### src/sac_pkg.sv
// sac_pkg: constants for the converter control block.
// assumes a single 40 MHz core clock; no registers reachable by software.
package sac_pkg;
    localparam int unsigned RESULT_W        = 12;
    localparam int unsigned CORE_CLK_HZ     = 40_000_000;
    localparam int unsigned CONV_CLK_HZ     = 4_000_000;
    // internal conversion clock half period, in core cycles
    localparam int unsigned CONV_HALF_CYC   = CORE_CLK_HZ / CONV_CLK_HZ / 2;
    localparam int unsigned CONV_TICKS      = 38;
    // status falls about 1.5 conversion clocks after data is placed
    localparam int unsigned STS_LAG_HALVES  = 3;
    localparam int unsigned SETTLE_TICKS    = 2;
    localparam logic [5:0]  TICK_RESET      = 6'h00;
    localparam logic [11:0] RESULT_RESET    = 12'h000;
    localparam logic [11:0] SAR_MSB         = 12'h800;
    localparam logic [3:0]  NIBBLE_ZERO     = 4'h0;

    typedef enum logic [2:0]
    {
        SAC_IDLE   = 3'b001,
        SAC_CONV   = 3'b010,
        SAC_FINISH = 3'b100
    } sac_state_t;
endpackage : sac_pkg

### src/sac_conv_ctrl.sv
// sac_conv_ctrl: sequencing, output enables and serial shifter of a 12-bit SAR converter.
// assumes control pins are synchronous to CORE_CLK_I; the analog comparator
// result arrives on COMP_I, sampled while the trial word stands on DAC_CODE_O.
`timescale 1ns/1ps

// Contract
// - twelve result bits decided one per step against the capacitive dac
// - enabled and selected, falling read_not_convert starts a conversion
// - rising chip_enable or falling chip_select_n also start, read_not_convert low
// - a start during a running conversion abandons it and restarts
// - conversion_status high and parallel outputs off while converting
// - one conversion takes 38 internal conversion clock cycles
// - sequencing runs from a free internal 4 MHz clock, no clock pin
// - result placed first, conversion_status falls about 1.5 clocks later
// - outputs driven only when enabled, selected and reading; full word byte_select low
// - byte_select high: low nibble on top lines, zeros below, low lines unchanged
// - serial output msb first, advancing on each falling serial shift clock
// - serial shift clock edges ignored unless the serial output is enabled
module sac_conv_ctrl
(
    input  wire logic        CORE_CLK_I,
    input  wire logic        RESET_N_I,
    input  wire logic        CHIP_ENABLE_I,
    input  wire logic        CHIP_SELECT_N_I,
    input  wire logic        READ_NOT_CONVERT_I,
    input  wire logic        BYTE_SELECT_I,
    input  wire logic        SERIAL_SHIFT_CLOCK_I,
    input  wire logic        COMP_I,
    output logic [11:0]      DAC_CODE_O,
    output logic             CONVERSION_STATUS_O,
    output logic [11:0]      PARALLEL_DATA_OUT_O,
    output logic [11:0]      PARALLEL_DATA_OE_O,
    output logic             SERIAL_DATA_OUT_O,
    output logic             SERIAL_DATA_OE_O
);

    logic                    rst_meta;
    logic                    rst_n;
    logic                    ce_d;
    logic                    cs_n_d;
    logic                    rnc_d;
    logic                    sclk_d;
    logic [2:0]              div_cnt;
    logic [2:0]              next_div_cnt;
    logic                    half_tick;
    logic                    conv_phase;
    logic                    next_conv_phase;
    logic                    start;
    logic                    read_en;

    sac_pkg::sac_state_t     state;
    sac_pkg::sac_state_t     next_state;
    logic [5:0]              tick;
    logic [5:0]              next_tick;
    logic [11:0]             sar;
    logic [11:0]             next_sar;
    logic [11:0]             trial;
    logic [11:0]             next_trial;
    logic [11:0]             dac;
    logic [11:0]             next_dac;
    logic [11:0]             result;
    logic [11:0]             next_result;
    logic [1:0]              lag;
    logic [1:0]              next_lag;
    logic                    status;
    logic                    next_status;
    logic [11:0]             shreg;
    logic [11:0]             next_shreg;
    logic [11:0]             pdata;
    logic [11:0]             next_pdata;
    logic                    oe;
    logic                    next_oe;

    // enabled and selected: the gate shared by reads and read_not_convert starts
    function automatic logic sac_selected
    (
        input logic ce,
        input logic cs_n
    );
        return ce && !cs_n;
    endfunction : sac_selected

    // reset release through two flops; assertion stays asynchronous
    always_ff @(posedge CORE_CLK_I or negedge RESET_N_I)
    begin
        if (!RESET_N_I)
        begin
            rst_meta <= 1'b0;
            rst_n    <= 1'b0;
        end
        else
        begin
            rst_meta <= 1'b1;
            rst_n    <= rst_meta;
        end
    end

    // free-running internal conversion clock, 8 MHz half ticks
    always_comb
    begin
        next_div_cnt    = div_cnt + 3'h1;
        next_conv_phase = conv_phase;
        if (half_tick)
        begin
            next_div_cnt    = 3'h0;
            next_conv_phase = ~conv_phase;
        end
    end

    always_ff @(posedge CORE_CLK_I or negedge rst_n)
    begin
        if (!rst_n)
        begin
            div_cnt    <= 3'h0;
            conv_phase <= 1'b0;
        end
        else
        begin
            div_cnt    <= next_div_cnt;
            conv_phase <= next_conv_phase;
        end
    end

    // three bits: the count runs 0..4 for a five-cycle half period
    assign half_tick = (div_cnt == 3'(sac_pkg::CONV_HALF_CYC - 1));

    // previous pin levels for edge detection
    // reset to levels that form no start edge, so release never fakes a conversion
    always_ff @(posedge CORE_CLK_I or negedge rst_n)
    begin
        if (!rst_n)
        begin
            ce_d   <= 1'b1;
            cs_n_d <= 1'b0;
            rnc_d  <= 1'b0;
            sclk_d <= 1'b0;
        end
        else
        begin
            ce_d   <= CHIP_ENABLE_I;
            cs_n_d <= CHIP_SELECT_N_I;
            rnc_d  <= READ_NOT_CONVERT_I;
            sclk_d <= SERIAL_SHIFT_CLOCK_I;
        end
    end

    always_comb
    begin
        start = 1'b0;
        if (sac_selected(CHIP_ENABLE_I, CHIP_SELECT_N_I) && rnc_d && !READ_NOT_CONVERT_I)
            start = 1'b1;
        else if (!ce_d && CHIP_ENABLE_I && !CHIP_SELECT_N_I && !READ_NOT_CONVERT_I)
            start = 1'b1;
        // rising chip_select_n only deselects; it never starts a conversion
        else if (CHIP_ENABLE_I && !cs_n_d && CHIP_SELECT_N_I)
            start = 1'b0;
        else if (CHIP_ENABLE_I && cs_n_d && !CHIP_SELECT_N_I && !READ_NOT_CONVERT_I)
            start = 1'b1;
    end

    assign read_en = sac_selected(CHIP_ENABLE_I, CHIP_SELECT_N_I) && READ_NOT_CONVERT_I;

    // conversion sequencer: 12 decisions inside a 38-tick frame
    always_comb
    begin
        next_state  = state;
        next_tick   = tick;
        next_sar    = sar;
        next_trial  = trial;
        next_result = result;
        next_lag    = lag;
        next_status = status;
        case (state)
            sac_pkg::SAC_IDLE:
            begin
                next_status = 1'b0;
            end
            sac_pkg::SAC_CONV:
            begin
                if (half_tick && conv_phase)
                begin
                    next_tick = tick + 6'h01;
                    if (tick >= 6'(sac_pkg::SETTLE_TICKS)
                        && tick < 6'(sac_pkg::SETTLE_TICKS + sac_pkg::RESULT_W))
                    begin
                        // keep or drop the trial bit, then try the next lower one
                        next_sar   = COMP_I ? (sar | trial) : sar;
                        next_trial = trial >> 1;
                    end
                    if (tick == 6'(sac_pkg::CONV_TICKS - 1))
                    begin
                        next_result = sar;
                        next_lag    = 2'h0;
                        next_state  = sac_pkg::SAC_FINISH;
                    end
                end
            end
            sac_pkg::SAC_FINISH:
            begin
                // data is already driven; status drops after three half ticks
                if (half_tick)
                begin
                    next_lag = lag + 2'h1;
                    if (lag == 2'(sac_pkg::STS_LAG_HALVES - 1))
                    begin
                        next_status = 1'b0;
                        next_state  = sac_pkg::SAC_IDLE;
                    end
                end
            end
            default:
            begin
                next_state = sac_pkg::SAC_IDLE;
            end
        endcase
        if (start)
        begin
            // restart wins over anything in flight
            next_state  = sac_pkg::SAC_CONV;
            next_tick   = sac_pkg::TICK_RESET;
            next_sar    = sac_pkg::RESULT_RESET;
            next_trial  = sac_pkg::SAR_MSB;
            next_status = 1'b1;
        end
        // registered copy keeps the code a flop output, still equal to sar | trial
        next_dac = next_sar | next_trial;
    end

    always_ff @(posedge CORE_CLK_I or negedge rst_n)
    begin
        if (!rst_n)
        begin
            state  <= sac_pkg::SAC_IDLE;
            tick   <= sac_pkg::TICK_RESET;
            sar    <= sac_pkg::RESULT_RESET;
            trial  <= sac_pkg::SAR_MSB;
            dac    <= sac_pkg::SAR_MSB;
            result <= sac_pkg::RESULT_RESET;
            lag    <= 2'h0;
            status <= 1'b0;
        end
        else
        begin
            state  <= next_state;
            tick   <= next_tick;
            sar    <= next_sar;
            trial  <= next_trial;
            dac    <= next_dac;
            result <= next_result;
            lag    <= next_lag;
            status <= next_status;
        end
    end

    // output stage: parallel word, byte view and serial shifter
    always_comb
    begin
        next_oe    = 1'b0;
        next_pdata = result;
        next_shreg = shreg;
        // a start in this cycle keeps the outputs off, so no stale word is read
        if (read_en && state != sac_pkg::SAC_CONV && !start)
            next_oe = 1'b1;
        if (BYTE_SELECT_I)
            next_pdata = {result[3:0], sac_pkg::NIBBLE_ZERO, result[3:0]};
        if (state == sac_pkg::SAC_CONV && next_state == sac_pkg::SAC_FINISH)
            next_shreg = sar;
        else if (oe && sclk_d && !SERIAL_SHIFT_CLOCK_I)
            next_shreg = {shreg[10:0], 1'b0};
    end

    always_ff @(posedge CORE_CLK_I or negedge rst_n)
    begin
        if (!rst_n)
        begin
            shreg <= sac_pkg::RESULT_RESET;
            pdata <= sac_pkg::RESULT_RESET;
            oe    <= 1'b0;
        end
        else
        begin
            shreg <= next_shreg;
            pdata <= next_pdata;
            oe    <= next_oe;
        end
    end

    assign DAC_CODE_O          = dac;
    assign CONVERSION_STATUS_O = status;
    assign PARALLEL_DATA_OUT_O = pdata;
    assign PARALLEL_DATA_OE_O  = {12{oe}};
    assign SERIAL_DATA_OUT_O   = shreg[11];
    assign SERIAL_DATA_OE_O    = oe;

endmodule : sac_conv_ctrl

### config.mk
export PLATFORM = sky130hd
export DESIGN_NAME = sac_conv_ctrl
export DESIGN_NICKNAME = d
export VERILOG_FILES = /design/src/sac_pkg.sv /design/src/sac_conv_ctrl.sv
export SDC_FILE = /design/constraint.sdc
export NUM_CORES = 1
export LEC_CHECK = 0
export ABC_AREA = 1
export ABC_CLOCK_PERIOD_IN_PS = 7550
export BUFFER_PORTS_ARGS = -buffer_cell sky130_fd_sc_hd__clkbuf_2
export CAP_MARGIN = 0
export CORE_UTILIZATION = 62
export DETAILED_ROUTE_END_ITERATION = 6
export GPL_TIMING_DRIVEN = 0
export PLACE_DENSITY = 0.84
export SETUP_SLACK_MARGIN = 0.15
export SYNTH_ARGS = -nofsm -noshare
export SYNTH_HDL_FRONTEND = slang
export SYNTH_SLANG_ARGS = --single-unit
### constraint.sdc
create_clock -name CORE_CLK_I -period 7.55 [get_ports CORE_CLK_I]
set_input_delay 1.1325 -clock CORE_CLK_I [delete_from_list [all_inputs] [get_ports CORE_CLK_I]]
set_output_delay 1.1325 -clock CORE_CLK_I [all_outputs]
set_load 0.1 [all_outputs]
==> out/metrics.csv, run 1 <==
metric,value,unit
yosysSeqAreaShare,56.1,%
final_cell_area,4810,µm²
place.detailed.hpwl,5830,µm
grt_use_total,25.0,%
min_path_type,reg2async,
worst_slack,4.85,ns
placedCellCount,607,
wl,8150,µm
fillCellCount,464,
dr.pass1.iters,7,
tightest_slew,0.545,ns
antenna_cells,0,
final.period_utilization,35.8,%
cts_resized,0,
regArea,2390,µm²
cts_tree,built,
finalSetupTns,0,ns
r2r-start,div_cnt[0],
grt_overflow,0,
path_class,reg2out,
drv_slew,0,
ant_nets,0,
worst-path-max-fanout,14,
cts_hold_buffers,0,
setup_viol,0,
avgSynthCellArea,8.78,µm²
die_w,84.7,µm
grt_pass1_wl,13800,µm
violations,design-rule violations,
via_per_inst,5.20,
cts_setup_buffers,0,
dieArea,7180,µm²
postLayoutCoreUtil,74.0,%
rr_endpoint,tick[4],
syn_inst,483,
clock_latency,0.38,ns
final_nets,555,
fin_cells,623,
fin_total_pwr,977,µW
first_global_vias,3061,
multi_input_area,1380,µm²
die_y,84.7,µm
run_status,"complete, but fails checks",
required,6.42,ns
arrival,1.57,ns
maxCapViolCount,0,
irDropWorstVdd,0.000136,V
core,6490,µm²
ys_types,36,
reg2reg_depth,8,
powerDensity,203,nW/µm²
syn2layout_area_growth,13.3,%
routed-via-count,3241,
max_freq,370,MHz
clock_path_buffers,2,
worstSetupStartpointType,register,
cts-buffers-inserted,9,
globalplace.congestion,0.850,
rows,29,
io_buffers,46,
drive_gt1_share,21.4,%
root_buffer,clkbuf_8,
period_minus_slack,2.70,ns
clk_pin_slew,0.10,ns
syn-num-nets,497,
rsz0062_at_grt,no,
skew,0.0150,ns
hold_slack,0.301,ns
placed_cell_area,4600,µm²
syn-cell-area,4240,µm²
drcViolationCount,6,
clock_sinks,95,
synth_seq_cells,95,
start_util,65.3,%
yosysWarnings,0,
htreeDepth,3,
antenna_found_initial,0,
p_leak,2.70,nW
r2r_setup_slack,5.76,ns
wl_per_cell,13.1,µm
pin_count,47,
drt_iter0_drc,230,
cp-end-kind,output port,
maxSlewHeadroom,63.8,%
hold_viol,0,
grt_max_degree,57,
place_ws,5.13,ns
-- cell families after synthesis --
logic type | after synthesis | synth area share [%]
fa+ha+maj | 6 | 1.77
other cells | 1 | 0.0884
mux | 1 | 0.265
simple gates | 236 | 25.7
flops | 95 | 56.1
buf+inv | 110 | 11.4
compound gates | 33 | 4.42
xor+xnor | 1 | 0.206
-- where the power goes --
part / switching, mW / internal (mW) / total [mW]
registers: 0.0146 / 0.529 / 0.543
logic: 0.0760 / 0.0231 / 0.0992
clock network: 0.202 / 0.133 / 0.334
-- registers in the layout (all words and copies together), names as in the netlist, 2 cells and up --
register,flops
PARALLEL_DATA_OUT_O,12
result,12
trial,12
shreg,12
sar,12
state,3
lag,2
tick,6
DAC_CODE_O,12
div_cnt,3
-- layout by cell type, fill, tap and decap left out, types with 2 or more instances in the layout --
cell type,count
clkbuf_1,3
dfrtp_1,90
o21bai_1,2
nor3_4,2
inv_1,81
a21oi_1,6
buf_6,2
nor3_1,5
nor2_1,48
dfstp_2,4
nor2_4,2
buf_4,13
clkinv_8,2
o21ai_1,2
o21ai_0,19
clkbuf_8,9
nand2_1,110
buf_2,7
nand2_2,10
clkbuf_2,46
inv_8,2
ha_1,6
nand4_1,10
nand3_1,39
inv_6,2
nand3_2,4
inv_2,3
-- critical path: stages (launching register included) --
cell and delay, ns:
dfrtp_1 0.58, buf_4 0.18, clkbuf_2 0.44
-- worst max-delay path by stage --
stage / cells after the start / slack, ns / startpoint / end
2_1_floorplan: 0 / 4.71 / rst_n / CONVERSION_STATUS_O
3_3_place_gp: 0 / 3.82 / rst_n / result[2]
3_5_place_dp: 10 / 5.13 / CHIP_SELECT_N_I / DAC_CODE_O[8]
4_1_cts: 2 / 4.83 / SERIAL_DATA_OE_O / PARALLEL_DATA_OE_O[8]
5_1_grt: 2 / 4.76 / SERIAL_DATA_OE_O / PARALLEL_DATA_OE_O[10]
6_report: 2 / 4.85 / SERIAL_DATA_OE_O / PARALLEL_DATA_OE_O[1]
-- per-layer routing --
layer,wire (µm),share of wire [%],GRT usage [%]
met1,3650,45,32.7
met2,3990,49,42.4
met4,108,1.3,8.63
met5,0,0,0
met3,395,4.8,4.52
-- area by class of cell --
class	count	area share (%)
Sequential cell	95	49.6
Multi-Input combinational cell	278	28.6
Inverter	84	6.56
Timing Repair Buffer	47	5.36
Buffer	26	3.54
Clock buffer	9	2.58
Tap cell	77	2.00
Clock inverter	7	1.69
-- Yosys cell counts (all sizes together) --
cell type  number  share of area [%]
nand3          44                6.0
nand2         120                 11
clkbuf          3               0.27
conb            1              0.088
o21bai          2               0.35
nand3b          1               0.18
mux2            1               0.27
buf            23                3.7
dfrtp          91                 54
nor2b           1               0.15
a21oi           8                1.3
ha              6                1.8
nor3            8                1.6
a31oi           1               0.15
nor2           51                4.9
nand4          10                1.5
inv            84                7.4
nor3b           1               0.18
o22ai           1               0.15
dfstp           4                2.5
xnor2           1               0.21
o21ai          21                2.5
No activity file was read; power rests on OpenSTA's default activity.
==> run 2, diff against run 1 <==
Settings changed: ABC_CLOCK_PERIOD_IN_PS 7550 to 2280, CORE_UTILIZATION 62 to 52, PLACE_DENSITY 0.84 to 0.75.
Clock period 7.55 ns to 2.28 ns, I/O delays scaled along.
==> run 2 against run 1 <==
  * Sequential cell count unchanged
  * Clock power grew to 3.4 times the previous value
  * Non-clock buffer count increased by 1
  * Sequential share of layout area decreased by 0.46 points
  * Routed wire length shrank 1.3%
  * Die area increased by 19%
  * Worst hold slack lost 0.23 ns
  * Design area up 0.94%
  * Global-route usage decreased by 4.1 points
  * Setup slack got worse by 4.5 ns
  * Combinational power rose to 3.4 times the previous value
  * The flow now finishes without violations
  * Power grew to 3.3 times the previous value
==> out/metrics.csv, run 2 (same netlist as run 1, synthesis figures left out) <==
metric,value,unit
clock_path_buffers,2,
drv_slew,0,
cts-buffers-inserted,9,
required,1.94,ns
grt_pass1_wl,13600,µm
drive_gt1_share,21.2,%
final.period_utilization,83.8,%
setup_viol,0,
min_path_type,in2reg,
antenna_found_initial,0,
p_leak,2.70,nW
startpoint,SERIAL_DATA_OE_O,
routed-via-count,3159,
postLayoutCoreUtil,62.1,%
root_buffer,clkbuf_8,
worst-path-max-fanout,14,
dr.pass1.iters,4,
fin_cells,649,
run_status,completed,
grt_overflow,0,
placed_cell_area,4630,µm²
path_class,reg2out,
reg2reg_depth,11,
period_minus_slack,1.91,ns
clock_latency,0.35,ns
globalplace.congestion,0.836,
placedCellCount,632,
pin_count,47,
syn2layout_area_growth,14.3,%
powerDensity,672,nW/µm²
drcViolationCount,0,
die_y,92.3,µm
maxSlewHeadroom,63.8,%
first_global_vias,2921,
final_common_cell,nand2_1,
clock_sinks,95,
wl_per_cell,12.4,µm
grt_max_degree,73,
via_per_inst,4.87,
r2r-start,tick[0],
holdCritStartpoint,CHIP_ENABLE_I,
rows,32,
max_freq,523,MHz
cts_tree,built,
final_cell_area,4850,µm²
die_w,92.3,µm
rsz0062_at_grt,no,
dieArea,8520,µm²
htreeDepth,3,
finalSetupTns,0,ns
hold_depth,1,
place.detailed.hpwl,5920,µm
layout_common_cells,"nand2_1, dfrtp_1, inv_1",
maxCapViolCount,0,
io_buffers,46,
irDropWorstVdd,0.000417,V
clk_pin_slew,0.09,ns
arrival,1.57,ns
antenna_cells,0,
core,7810,µm²
cp-end-kind,output port,
start_util,54.3,%
drt_iter0_drc,248,
tightest_slew,0.545,ns
wl,8050,µm
fillCellCount,660,
hold_viol,0,
grt_use_total,20.9,%
final_nets,556,
ant_nets,0,
skew,0.00960,ns
worstSetupStartpointType,register,
-- run 2: report_power, final --
part,switching (mW),total (mW),internal (mW)
Clock,0.566,1.14,0.569
Combinational,0.255,0.333,0.0778
Sequential,0.0428,1.79,1.75
Total,0.863,3.26,2.40
-- run 2: per-layer routing --
layer / vias to the layer above / track usage, % / share of wire [%]
met3: 11 / 2.79 / 4.3
met2: 78 / 33.1 / 46
met4: 0 / 8.85 / 2.1
li1: 1588 / - / -
met1: 1482 / 29.1 / 47
met5: - / 0 / 0
-- run 2: area by class of cell --
| type | instances | area (µm²) | area share [%] |
|---|---|---|---|
| sequential | 95 | 2390 | 49.2 |
| multi-input combinational | 278 | 1380 | 28.3 |
| inverter | 84 | 315 | 6.50 |
| timing repair buffer | 48 | 268 | 5.52 |
| buffer | 26 | 170 | 3.51 |
| clock buffer | 12 | 155 | 3.20 |
| tap | 102 | 128 | 2.63 |
| clock inverter | 4 | 53.8 | 1.11 |
-- run 2: final timing paths --
check | end | slack (ns)
min reg2reg | tick[4] | 0.22
max reg2reg | DAC_CODE_O[10] | 0.56
min in group asynchronous | tick[4] | 0.22
max in group asynchronous | trial[11] | 1.39
max | PARALLEL_DATA_OE_O[10] | 0.37
min | ce_d | 0.08
-- run 2: worst max-delay path: stages (launching register included) --
cell and delay (ns):
dfrtp_1 0.59, buf_4 0.18, clkbuf_2 0.44
-- run 2: timing repair --
action	in CTS	in global routing
resized for setup	0	0
buffers inserted	0	0
endpoints found under the hold margin	2	0
hold buffers	1	0
-- run 2: per-stage QoR --
| step | setup WS, ns | power (mW) | hold WS [ns] |
|---|---|---|---|
| 3_3_place_gp | 0.167 | 2.14 | 0.129 |
| 4_1_cts | 0.330 | 3.29 | 0.0690 |
| 5_1_grt | 0.280 | 3.39 | 0.0696 |
| 6_report | 0.370 | 3.26 | 0.0762 |
| 3_5_place_dp | 0.566 | 2.16 | 0.131 |
| 2_1_floorplan | 0.383 | 2.09 | 0.0464 |
==> run 3, diff against run 2 <==
Settings changed: ABC_AREA 1 to 0, ABC_CLOCK_PERIOD_IN_PS 2280 to 1600.
Clock period 2.28 ns to 1.6 ns, I/O delays scaled along.
==> run 3 against run 2 <==
  * The flow now finishes with violations (negative setup slack)
  * Non-clock buffer count grew 42
  * Synthesized cell count decreased by 29%
  * Sequential share of layout area decreased by 9.3 points
  * First-iteration DRC count down 15%
  * Combinational power increased by 81%
  * Power rose by 47%
  * Critical path type is now reg2reg
  * Largest power group unchanged
==> out/metrics.csv, run 3 <==
metric,value,unit
run_status,"complete, but fails checks",
violations,negative setup slack,
io_buffers,45,
period_minus_slack,1.87,ns
wl_per_cell,21.4,µm
clock_sinks,95,
final_nets,457,
crit_path_cell_trace,ha_4 > or4_4 > and4_4 > buf_8 > buf_6 > nand3_2 > o211ai_2,
routed-via-count,3144,
muxShareOfSynthArea,7.54,%
core,7330,µm²
first_global_vias,3083,
cpPeakStageDelay,0.48,ns
hold_viol,0,
syn-num-nets,357,
cp_top_family,simple AND/OR/NAND/NOR gates,
drive_gt1_share,56.5,%
globalplace.congestion,0.850,
r2r_setup_slack,-0.27,ns
pin_count,47,
arrival,2.14,ns
syn_inst,343,
die_w,89.5,µm
async_flop_share,100,%
grt_overflow,0,
synth_most_common_cell,dfrtp_1,
min_path_type,in2reg,
clk_pin_slew,0.12,ns
drt_iter0_drc,210,
fillCellCount,340,
synth-edff-count,0,
path_class,reg2reg,
syn-cell-area,3980,µm²
maxCapViolCount,0,
synth_flop_cell,dfrtp_1,
synthTopCellsByArea,"dfrtp_1, nand2_1, mux2_2",
wl,11700,µm
maxSlewHeadroom,53.7,%
start_util,54.3,%
die_y,89.5,µm
grt_use_total,27.4,%
avgSynthCellArea,11.6,µm²
hold_slack,0.0553,ns
place.detailed.hpwl,5310,µm
cts-buffers-inserted,9,
grt_pass1_wl,15700,µm
syn2layout_area_growth,50.7,%
clock_latency,0.39,ns
worst-path-buf-inv,2,
powerDensity,799,nW/µm²
clock_path_buffers,2,
synthSimpleGateAreaFrac,15.5,%
p_leak,2.91,nW
synth-compound-area-share,8.65,%
synth_commonest_cells,"dfrtp_1, nand2_1, a21oi_1",
ant_nets,0,
setup_viol,71,
worst_slack,-0.274,ns
synthXorXnorAreaFrac,1.32,%
ys_types,45,
dr.pass1.iters,4,
antenna_found_initial,0,
final_common_cell,dfrtp_1,
tightest_slew,0.695,ns
final.period_utilization,117,%
worstSetupStartpointType,register,
root_buffer,clkbuf_8,
worst-path-max-fanout,5,
cp_slowest_cell,dfrtp_2,
max_freq,534,MHz
via_per_inst,5.75,
dieArea,8010,µm²
yosysWarnings,0,
postLayoutCoreUtil,81.8,%
rsz0062_at_grt,yes,
cp-end-kind,register,
synth_seq_cells,95,
skew,0.0214,ns
drv_slew,0,
yosysSeqAreaShare,59.9,%
grt_max_degree,49,
htreeDepth,3,
layout_common_cells,"dfrtp_1, buf_6, nand2_1",
cts_tree,built,
required,1.86,ns
synthAdderAreaFrac,1.89,%
synth_top_area_share,57.2,%
synth_top_family_by_area,simple AND/OR/NAND/NOR gates,
drcViolationCount,0,
finalSetupTns,-12.48,ns
yosysTopAreaCell,dfrtp_1,
antenna_cells,0,
rows,31,
irDropWorstVdd,0.000441,V
[run 3: layout make-up]
type	count	area, µm²	area share (%)
multi-input combinational	213	1940	32.4
clock buffer	9	124	2.07
buffer	28	334	5.57
inverter	8	30.0	0.501
timing repair buffer	88	976	16.3
clock inverter	7	73.8	1.23
tap	99	124	2.07
sequential	95	2390	39.9
[run 3: final timing paths]
path	from	to	cells after the start
worst max-delay path	tick[1]	DAC_CODE_O[10]	7
worst min-delay path	READ_NOT_CONVERT_I	rnc_d	1
worst max register to register	tick[1]	DAC_CODE_O[10]	7
worst min register to register	rst_meta	rst_n	0
max in group asynchronous	rst_n	trial[11]	1
min in group asynchronous	RESET_N_I	rst_meta	2
[run 3: repair_timing]
| action | 4_1_cts | 5_1_grt |
|---|---|---|
| setup buffers | 29 | 5 |
| gates resized for setup | 132 | 79 |
| gates cloned | 6 | 0 |
| setup endpoints to repair | 88 | 94 |
| endpoints found under the hold margin | 5 | 0 |
| pin swaps | 14 | 30 |
| hold buffers | 4 | 0 |
[run 3: report_power, final]
group / internal [mW] / total (mW) / switching [mW]
logic: 0.241 / 0.602 / 0.361
registers: 2.49 / 2.59 / 0.100
clock network: 0.617 / 1.60 / 0.982
[run 3: cells by family after synthesis]
logic type	count (synthesis)
xor+xnor	6
simple gates	112
flops	95
other cells	1
mux	28
buf+inv	36
compound gates	59
fa+ha+maj	6
[run 3: per-stage QoR]
step | total power, mW | setup WS [ns] | area [µm²] | cells
CTS | 4.69 | -0.190 | 5700 | 542
detailed placement | 3.03 | -0.371 | 4520 | 487
floorplan | 2.95 | -0.172 | 4170 | 343
global placement | 3.02 | -0.322 | 4520 | 487
global route | 4.94 | -0.326 | 6000 | 547
finish | 4.79 | -0.274 | 6000 | 547
[run 3: metal layers]
| layer | vias to the layer above | routed length [µm] | global-route usage [%] |
|---|---|---|---|
| li1 | 1384 | - | - |
| met1 | 1609 | 4540 | 32.6 |
| met2 | 125 | 6330 | 48.8 |
| met3 | 26 | 536 | 4.62 |
| met4 | 0 | 284 | 12.1 |
| met5 | - | 0 | 0 |
